[config.mk]
export PLATFORM = sky130hd
export DESIGN_NAME = dsmmu_core
export DESIGN_NICKNAME = d
export VERILOG_FILES = /design/src/dsmmu_pkg.sv /design/src/dsmmu_core.sv
export SDC_FILE = /design/constraint.sdc
export NUM_CORES = 1
export LEC_CHECK = 0
export BUFFER_PORTS_ARGS = -buffer_cell sky130_fd_sc_hd__buf_2
export CAP_MARGIN = 40
export CORE_MARGIN = 4
export CORE_UTILIZATION = 35
export CTS_BUF_LIST = sky130_fd_sc_hd__clkbuf_8
export CTS_CLUSTER_DIAMETER = 60
export CTS_CLUSTER_SIZE = 12
export DETAILED_ROUTE_END_ITERATION = 10
export PLACE_DENSITY_LB_ADDON = 0.2
export RECOVER_POWER = 50
export SKIP_CTS_REPAIR_TIMING = 1
export SLEW_MARGIN = 30
export SYNTH_ARGS = -nofsm -noshare
export SYNTH_HDL_FRONTEND = slang
export SYNTH_SLANG_ARGS = --single-unit
[constraint.sdc]
create_clock -name clk -period 3.9 [get_ports clk]
set_input_delay 0.39 -clock clk [delete_from_list [all_inputs] [get_ports clk]]
set_output_delay 0.39 -clock clk [all_outputs]
set_load 0.05 [all_outputs]
[src/dsmmu_pkg.sv]
/*
  Shared constants and carriers for the data-stream fault and translation-buffer control block.
  Assumes a single CPU clock and internal register moves decoded by the instruction pipeline.
*/
package dsmmu_pkg;

  // Internal register selectors (arbitrary encodings of the move port)
  localparam logic [3:0] REG_FAULT_SYNDROME = 4'h0;
  localparam logic [3:0] REG_FAULT_ADDRESS  = 4'h1;
  localparam logic [3:0] REG_TB_INV_ALL     = 4'h2;
  localparam logic [3:0] REG_TB_INV_NONGLB  = 4'h3;
  localparam logic [3:0] REG_TB_INV_SINGLE  = 4'h4;
  localparam logic [3:0] REG_IC_INV_ALL     = 4'h5;
  localparam logic [3:0] REG_IC_INV_NONGLB  = 4'h6;
  localparam logic [3:0] REG_ADDR_UNIT_CTL  = 4'h7;

  // Syndrome field positions
  localparam int SYN_WR_BIT  = 0;
  localparam int SYN_ACV_BIT = 1;
  localparam int SYN_FOR_BIT = 2;
  localparam int SYN_FOW_BIT = 3;
  localparam int SYN_RA_LSB  = 4;
  localparam int SYN_OP_LSB  = 9;
  localparam int SYN_WIDTH   = 15;

  // Control field positions
  localparam int CTL_ENDIAN_BIT  = 6;
  localparam int CTL_STC_BIT     = 7;
  localparam int CTL_NODIST_BIT  = 8;
  localparam int CTL_MBZ_BIT     = 9;
  localparam int CTL_DCACHE_ENABLE_BIT   = 10;
  localparam int CTL_FHIT_BIT    = 11;
  localparam int CTL_WIDTH       = 12;

  // Reset values
  localparam logic [SYN_WIDTH-1:0] SYN_RESET = 15'h0000;
  localparam logic [CTL_WIDTH-1:0] CTL_RESET = 12'h000;

  // Translation buffer geometry
  localparam int TB_SMALL_ENTRIES = 32;
  localparam int TB_LARGE_ENTRIES = 4;

  // Fault report from the address pipeline
  typedef struct packed {
    logic       fault;
    logic       tb_miss;
    logic [5:0] opcode;
    logic [4:0] ra;
    logic       is_write;
    logic       access_violation_flag;
    logic       pte_for;
    logic       pte_fow;
  } dsmmu_fault_s;

  // Internal register move
  typedef struct packed {
    logic       wr;
    logic       rd;
    logic [3:0] sel;
  } dsmmu_move_s;

endpackage
[src/dsmmu_core.sv]
/*
  Data-stream fault capture, translation-buffer invalidation and data cache control.
  Assumes register moves come from privileged code and faults are reported one cycle wide.
*/
// How it works
// - Fault stores faulting opcode into syndrome bits 14:9.
// - Fault stores source register field into syndrome bits 8:4.
// - Syndrome bit 1 set on access violation.
// - Syndrome bit 0 set when faulting reference was a write.
// - Fault or buffer miss latches effective virtual address.
// - Capture locks address and syndrome until address is read.
// - Reset leaves address latch unlocked.
// - Syndrome changes only unlocked, on fault or buffer miss.
// - Reset leaves syndrome unlocked.
// - Invalidate-all write clears all small and large buffer entries.
// - Invalidate-all write also resets not-last-used pointer.
// - Non-global invalidate clears entries whose space-match bit is zero.
// - Single invalidate clears entry mapping the given virtual address.
// - Instruction cache flush write invalidates whole instruction cache.
// - Non-global icache write invalidates blocks with space-match clear.
// - Control bit 11 forces data hits, overriding enable.
// - Control bit 10 clear disables and flushes data cache.
// - Control bit 8 stops uncached references invalidating cache lines.
// - Control bit 6 inverts physical address bit 2 on data references.
module dsmmu_core #(
  parameter int VA_WIDTH = 43
) (
  // Clock and reset
  input  wire logic                  clk,
  input  wire logic                  rst_n,
  // Fault report
  input  wire dsmmu_pkg::dsmmu_fault_s fault_in,
  input  wire logic [VA_WIDTH-1:0]   fault_va,
  // Register moves
  input  wire dsmmu_pkg::dsmmu_move_s move,
  input  wire logic [63:0]           move_wdata,
  output logic [63:0]                move_rdata,
  // Translation buffer commands
  output logic                       tb_inval_all,
  output logic                       tb_inval_nonglobal,
  output logic                       tb_inval_single,
  output logic [VA_WIDTH-1:0]        tb_inval_va,
  output logic                       nlu_pointer_reset,
  // Instruction cache commands
  output logic                       icache_inval_all,
  output logic                       icache_inval_nonglobal,
  // Data cache control
  output logic                       dcache_force_hit,
  output logic                       dcache_enable,
  output logic                       dcache_flush,
  output logic                       uncached_no_invalidate,
  output logic                       conditional_store_result_ctl,
  output logic                       big_endian_swap,
  // Physical address path
  input  wire logic                  pa_bit2_in,
  output logic                       pa_bit2_out,
  // Status
  output logic                       fault_locked
);

  logic [dsmmu_pkg::SYN_WIDTH-1:0] syn_q,  syn_d;
  logic [VA_WIDTH-1:0]             va_q,   va_d;
  logic                            lock_q, lock_d;
  logic [dsmmu_pkg::CTL_WIDTH-1:0] ctl_q,  ctl_d;
  logic                            cmd_all_q, cmd_all_d;
  logic                            cmd_ng_q,  cmd_ng_d;
  logic                            cmd_one_q, cmd_one_d;
  logic                            ic_all_q,  ic_all_d;
  logic                            ic_ng_q,   ic_ng_d;
  logic [VA_WIDTH-1:0]             inv_va_q,  inv_va_d;
  logic [63:0]                     rdata_q,   rdata_d;

  function automatic logic mv_wr(input dsmmu_pkg::dsmmu_move_s m, input logic [3:0] s);
    mv_wr = m.wr && (m.sel == s);
  endfunction

  function automatic logic mv_rd(input dsmmu_pkg::dsmmu_move_s m, input logic [3:0] s);
    mv_rd = m.rd && (m.sel == s);
  endfunction

  // Reports arriving while locked are dropped, not queued
  function automatic logic capture_ok(input dsmmu_pkg::dsmmu_fault_s f, input logic locked);
    capture_ok = !locked && (f.fault || f.tb_miss);
  endfunction

  function automatic logic [dsmmu_pkg::SYN_WIDTH-1:0] syn_pack(
    input dsmmu_pkg::dsmmu_fault_s f
  );
    logic [dsmmu_pkg::SYN_WIDTH-1:0] s;
    s = dsmmu_pkg::SYN_RESET;
    s[dsmmu_pkg::SYN_OP_LSB +: 6] = f.opcode;
    s[dsmmu_pkg::SYN_RA_LSB +: 5] = f.ra;
    s[dsmmu_pkg::SYN_FOR_BIT] = !f.is_write && f.pte_for;
    s[dsmmu_pkg::SYN_FOW_BIT] = f.is_write && f.pte_fow;
    s[dsmmu_pkg::SYN_ACV_BIT] = f.access_violation_flag;
    s[dsmmu_pkg::SYN_WR_BIT]  = f.is_write;
    syn_pack = s;
  endfunction

  always_comb
  begin
    lock_d = lock_q;
    // Address read unlocks; a report with the unlocking read is dropped, a capture while already unlocked relocks
    if (mv_rd(move, dsmmu_pkg::REG_FAULT_ADDRESS))
    begin
      lock_d = 1'b0;
    end
    if (capture_ok(fault_in, lock_q))
    begin
      lock_d = 1'b1;
    end
  end

  always_ff @(posedge clk or negedge rst_n)
  begin
    if (!rst_n)
    begin
      lock_q <= 1'b0;
    end
    else
    begin
      lock_q <= lock_d;
    end
  end

  always_comb
  begin
    syn_d = syn_q;
    if (capture_ok(fault_in, lock_q))
    begin
      syn_d = syn_pack(fault_in);
    end
  end

  always_ff @(posedge clk or negedge rst_n)
  begin
    if (!rst_n)
    begin
      syn_q <= dsmmu_pkg::SYN_RESET;
    end
    else
    begin
      syn_q <= syn_d;
    end
  end

  always_comb
  begin
    va_d = va_q;
    if (capture_ok(fault_in, lock_q))
    begin
      va_d = fault_va;
    end
  end

  always_ff @(posedge clk or negedge rst_n)
  begin
    if (!rst_n)
    begin
      va_q <= '0;
    end
    else
    begin
      va_q <= va_d;
    end
  end

  always_comb
  begin
    cmd_all_d = mv_wr(move, dsmmu_pkg::REG_TB_INV_ALL);
    cmd_ng_d  = mv_wr(move, dsmmu_pkg::REG_TB_INV_NONGLB);
    cmd_one_d = mv_wr(move, dsmmu_pkg::REG_TB_INV_SINGLE);
  end

  always_ff @(posedge clk or negedge rst_n)
  begin
    if (!rst_n)
    begin
      cmd_all_q <= 1'b0;
      cmd_ng_q  <= 1'b0;
      cmd_one_q <= 1'b0;
    end
    else
    begin
      cmd_all_q <= cmd_all_d;
      cmd_ng_q  <= cmd_ng_d;
      cmd_one_q <= cmd_one_d;
    end
  end

  always_comb
  begin
    ic_all_d = mv_wr(move, dsmmu_pkg::REG_IC_INV_ALL);
    ic_ng_d  = mv_wr(move, dsmmu_pkg::REG_IC_INV_NONGLB);
  end

  always_ff @(posedge clk or negedge rst_n)
  begin
    if (!rst_n)
    begin
      ic_all_q <= 1'b0;
      ic_ng_q  <= 1'b0;
    end
    else
    begin
      ic_all_q <= ic_all_d;
      ic_ng_q  <= ic_ng_d;
    end
  end

  always_comb
  begin
    inv_va_d = inv_va_q;
    if (mv_wr(move, dsmmu_pkg::REG_TB_INV_SINGLE))
    begin
      inv_va_d = move_wdata[VA_WIDTH-1:0];
    end
  end

  always_ff @(posedge clk or negedge rst_n)
  begin
    if (!rst_n)
    begin
      inv_va_q <= '0;
    end
    else
    begin
      inv_va_q <= inv_va_d;
    end
  end

  always_comb
  begin
    ctl_d = ctl_q;
    if (mv_wr(move, dsmmu_pkg::REG_ADDR_UNIT_CTL))
    begin
      // Bits 9 and 7 kept as written; software keeps them zero
      ctl_d = move_wdata[dsmmu_pkg::CTL_WIDTH-1:0];
    end
  end

  always_ff @(posedge clk or negedge rst_n)
  begin
    if (!rst_n)
    begin
      ctl_q <= dsmmu_pkg::CTL_RESET;
    end
    else
    begin
      ctl_q <= ctl_d;
    end
  end

  always_comb
  begin
    rdata_d = 64'h0000000000000000;
    if (move.rd)
    begin
      case (move.sel)
        dsmmu_pkg::REG_FAULT_SYNDROME: rdata_d = {{(64-dsmmu_pkg::SYN_WIDTH){1'b0}}, syn_q};
        dsmmu_pkg::REG_FAULT_ADDRESS:  rdata_d = {{(64-VA_WIDTH){1'b0}}, va_q};
        default:                       rdata_d = 64'h0000000000000000;
      endcase
    end
  end

  always_ff @(posedge clk or negedge rst_n)
  begin
    if (!rst_n)
    begin
      rdata_q <= 64'h0000000000000000;
    end
    else
    begin
      rdata_q <= rdata_d;
    end
  end

  assign move_rdata             = rdata_q;
  assign fault_locked           = lock_q;
  assign tb_inval_all           = cmd_all_q;
  assign nlu_pointer_reset      = cmd_all_q;
  assign tb_inval_nonglobal     = cmd_ng_q;
  assign tb_inval_single        = cmd_one_q;
  assign tb_inval_va            = inv_va_q;
  assign icache_inval_all       = ic_all_q;
  assign icache_inval_nonglobal = ic_ng_q;
  // Force hit overrides the enable bit
  assign dcache_force_hit       = ctl_q[dsmmu_pkg::CTL_FHIT_BIT];
  assign dcache_enable          = ctl_q[dsmmu_pkg::CTL_DCACHE_ENABLE_BIT] ||
                                  ctl_q[dsmmu_pkg::CTL_FHIT_BIT];
  // Flush held while disabled so no stale line survives re-enable
  assign dcache_flush           = !ctl_q[dsmmu_pkg::CTL_DCACHE_ENABLE_BIT];
  assign uncached_no_invalidate = ctl_q[dsmmu_pkg::CTL_NODIST_BIT];
  assign conditional_store_result_ctl = ctl_q[dsmmu_pkg::CTL_STC_BIT];
  // Changing this mid-run reorders live data; init time only
  assign big_endian_swap        = ctl_q[dsmmu_pkg::CTL_ENDIAN_BIT];
  assign pa_bit2_out            = pa_bit2_in ^ ctl_q[dsmmu_pkg::CTL_ENDIAN_BIT];

endmodule

# --- After elaboration in Yosys (flattened, before gate mapping) ---
# Cells that the tools add are included.
classes:
  eq_ne: 7
  n_mux: 4
  bitwise: 1
  n_reduce_logical: 17
ops:
  columns: ["cell", "count"]
  rows:
  - ["43-bit one-hot mux with 2 select lines", 1]
  - ["64-bit two-way mux", 1]
  - ["4-bit by 3-bit == test with 1-bit output, second input constant", 4]
  - ["1-bit logical AND", 10]
  - ["4-bit by 2-bit == test with 1-bit output, second input constant", 2]
  - ["4-bit by 1-bit == test with 1-bit output, second input constant", 1]
  - ["4-bit zero test", 1]
  - ["1-bit zero test", 3]
  - ["1-bit logical OR", 2]
  - ["1-bit two-way mux", 2]
  - ["2-bit nonzero test", 1]
  - ["1-bit XOR", 1]
totals:
  register_bits: 183
  in_bits: 133
  out_inout_bits: 121
  word_cells: 40

# --- Logic depth before layout (Yosys ltp) ---
logic_depth:
  ltp_word: 4
  ltp_mapped: 5
  depth_no_buf: 3

# --- Worst setup path after synthesis ---
# No wires, ideal clock.
synth_timing:
  path_type: "register -> output"
  startpoint: "reg ctl_q[6] (netlist bit)"
  endpoint: "out pa_bit2_out"
  arrival_time_ps: 1448
  t_required_ps: 3510
  slack_ps: 2062
  stages_incl_launch_ff: 2
  path_buffers: 0
  cell_sequence: "dfrtp_1 > xor2_1"
synth_via:
  elab_chain_cells: 1
synth_rtl:
  columns: ["item", "line", "text"]
  rows:
  - ["from (decl)", "dsmmu_core.sv:64", "logic [dsmmu_pkg::CTL_WIDTH-1:0] ctl_q, ctl_d;"]
  - ["from (signal assigned)", "dsmmu_core.sv:246", "ctl_q <= dsmmu_pkg::CTL_RESET;"]
  - ["from (signal assigned)", "dsmmu_core.sv:250", "ctl_q <= ctl_d;"]
  - ["1-bit XOR", "dsmmu_core.sv:298", "assign pa_bit2_out = pa_bit2_in ^ ctl_q[dsmmu_pkg::CTL_ENDIAN_BIT];"]
  - ["to (decl)", "dsmmu_core.sv:56", "output logic pa_bit2_out,"]
# Every way passes these cells.

# --- Worst setup path in the final report ---
layout_timing:
  startpoint: "in fault_in[15] (netlist bit)"
  endpoint: "reg syn_q[11] (netlist bit)"
layout_via:
  elab_chain_cells: 2
layout_rtl:
  columns: ["item", "line", "text"]
  rows:
  - ["from (decl)", "dsmmu_core.sv:32", "input wire dsmmu_pkg::dsmmu_fault_s fault_in,"]
  - ["1-bit logical OR", "dsmmu_core.sv:83", "capture_ok = !locked && (f.fault || f.tb_miss);"]
  - ["1-bit logical AND", "dsmmu_core.sv:83", null]
  - ["to (signal assigned)", "dsmmu_core.sv:139", "syn_q <= dsmmu_pkg::SYN_RESET;"]
  - ["to (signal assigned)", "dsmmu_core.sv:143", "syn_q <= syn_d;"]
  - ["to (decl)", "dsmmu_core.sv:61", "logic [dsmmu_pkg::SYN_WIDTH-1:0] syn_q, syn_d;"]
# Every way passes these cells.
# A chain may end at the register's enable or synchronous reset.

==> reports/summary.txt <==
clk sinks = 155
RSZ-0062 raised after global routing = false
startpoint types = input port
most frequent cells in the layout = 174 x buf_2, 155 x dfrtp_1, 65 x mux2_2
first-pass GRT wire length = 21200 µm
Yosys reg bits = 155
antenna cells = 0
layout cells sized above 1 = 53.2%
Initial Util = 36.0%
post-DP HPWL = 9350 µm
antenna violations before repair = 3
endpoints failing setup = 0
Avg WL per Cell = 15.9 µm
vias = 3580
Routed WL = 13100 µm
core area = 0.0166 mm²
Final Hold Viols = 0
Final nets = 723
input/output buffers = 211
# rows = 47
via/cell ratio = 4.35
Die ar. = 0.0193 mm²
clk slew on worst S/H paths = 0.09 ns
FMAX = 0.383 GHz
Min-Delay Path Class = input port to flip-flop
initial DRC count = 100
switch share = 34.6%
routability cong. = 0.786
H-Tree Level Count = 4
die width = 139 µm
crit path DAT = 2.94 ns
grt ovf = 0
maximum VDD drop = 266 µV
Flop pwr share = 45.5%
post-route ant nets = 0
post-route non-filler standard cell count = 823
Post-Synth XOR/XNOR Area = 0.146%
failing checks = max-capacitance violations, max-slew violations
Max FO, Critical Path = 17
clock skew = 0.00632 ns
TritonCTS clock tree = yes
Die Span Y = 139 µm
complex-gate fraction of the synthesized area = 2.43%
main combinational cell family by area after synthesis = multiplexers
clock latency on the worst-skew pair = 0.45 ns
GRT Total Usage = 13.7%
fin util = 45.2%
Synth Area in Adders = 0%
CP endpoint kind = flip-flop
largest net degree at the start of global routing = 72
Tmin final = 2.61 ns
setup_tns = 0 ns
Clk pwr share = 24.8%
TritonCTS buffer count = 17
placed insts = 790
Pint = 3.22 mW
simple-gate share of the synthesized area = 5.10%
commonest non-fill, non-tap cell in the layout = buf_2
DRC violations left = 0
Tcrit/Tclk final = 66.9%
Yosys warnings = 0
clk buf depth = 2
fin. max-slew vios = 45
Area Overhead vs Synth = 25.7%
Slew headroom = -2.10%
Comb pwr share = 29.6%
CP required = 4.23 ns
mapped cell area = 0.00598 mm²
vias in the first global route = 3902
Lkg Pwr = 3.89 nW
post-synthesis mux area share = 22.2%
Slew @ Worst Pin = 1.53 ns
Hold Slack = 0.167 ns
Design Power = 4.93 mW
Psw = 1.71 mW
Gate Count Post-Synth = 369
status = finished with violations
Initial DRT Pass Iterations = 4
register area share after synthesis = 64.8%
power per cell area = 655 mW/mm²
root buf cell = clkbuf_8
crit path kind = input port to flip-flop
I/O Pins = 254
Synth cell types = 27
# Max-Cap Violations = 1
Mean Syn Cell Area = 16.2 µm²
synthesized netlist by cell type, drive strengths merged:
cell type / instances / share of area, %
nor3: 2 / 0.25
nand3b: 1 / 0.33
mux2i: 1 / 0.17
inv: 2 / 0.13
or3b: 2 / 0.33
nand2: 5 / 0.31
xor2: 1 / 0.15
and2: 28 / 2.9
dfrtp: 155 / 65
or2: 1 / 0.10
conb: 1 / 0.063
or3: 1 / 0.10
nor2: 6 / 0.42
mux2: 104 / 22
o21bai: 1 / 0.13
o21ai: 3 / 0.25
nand2b: 3 / 0.31
clkbuf: 3 / 0.19
buf: 35 / 5.0
a22o: 14 / 2.0
registers in the layout, summed over array words and instances, names as in the netlist, 5 cells and up:
| name | flops |
|---|---|
| ctl_q | 5 |
| syn_q | 15 |
| move_rdata | 43 |
| va_q | 43 |
| tb_inval_va | 43 |
power groups by stage:
stage | Clock, mW | Combinational (mW) | Sequential [mW]
6_report | 1.22 | 1.46 | 2.24
5_1_grt | 1.35 | 1.56 | 2.30
4_1_cts | 1.27 | 1.51 | 2.25
3_5_place_dp | 0 | 1.51 | 2.28
3_3_place_gp | 0 | 1.46 | 2.26
2_1_floorplan | 0 | 0.696 | 2.71
cell type report:
type                            instances  area (µm²)
Clock buffer                           17         234
Clock inverter                         15         161
Fill cell                            1595        9120
Multi-Input combinational cell        194        1860
Tap cell                              220         275
Inverter                                2        7.51
Timing Repair Buffer                  220        1100
Sequential cell                       155        3880
metal layers:
metal | part of all wire (%) | up-vias | GRT usage (%)
li1 | - | 1660 | -
met1 | 43 | 1756 | 16.6
met2 | 45 | 142 | 21.1
met3 | 10 | 16 | 7.66
met4 | 1.0 | 6 | 4.17
met5 | 0.41 | - | 0
critical path, stage by stage:
cell and delay (ns):
buf_2 0.10, o21bai_1 0.99, clkbuf_1 0.76, buf_4 0.35, mux2_2 0.35
worst paths after layout:
kind                            depth (start not counted)                           to                     start  slack [ns]
worst max-delay path                                    5        syn_q[11]$_DFFE_PN0P_              fault_in[15]        1.29
max in group asynchronous                               4  tb_inval_va[14]$_DFFE_PN0P_                     rst_n        1.68
min in group asynchronous                               2   tb_inval_va[7]$_DFFE_PN0P_                     rst_n        0.84
worst min-delay path                                    2         syn_q[9]$_DFFE_PN0P_               fault_in[9]        0.17
worst min register to register                          1     move_rdata[31]$_DFF_PN0_      va_q[31]$_DFFE_PN0P_        0.48
worst max register to register                          4        syn_q[11]$_DFFE_PN0P_  fault_locked$_DFFE_PN0P_        1.36
cell families after synthesis:
| family | count (synthesis) |
|---|---|
| xor+xnor | 1 |
| buf+inv | 40 |
| flops | 155 |
| compound gates | 18 |
| simple gates | 49 |
| mux | 105 |
| other cells | 1 |
per-stage QoR:
step                instance area, µm²  setup slack [ns]
finish                            7520              1.29
global route                      7520              1.10
CTS                               7610              2.12
detailed placement                7210              1.62
global placement                  7160              1.67
floorplan                         6060              2.06
No activity file was read; power rests on OpenSTA's default activity.
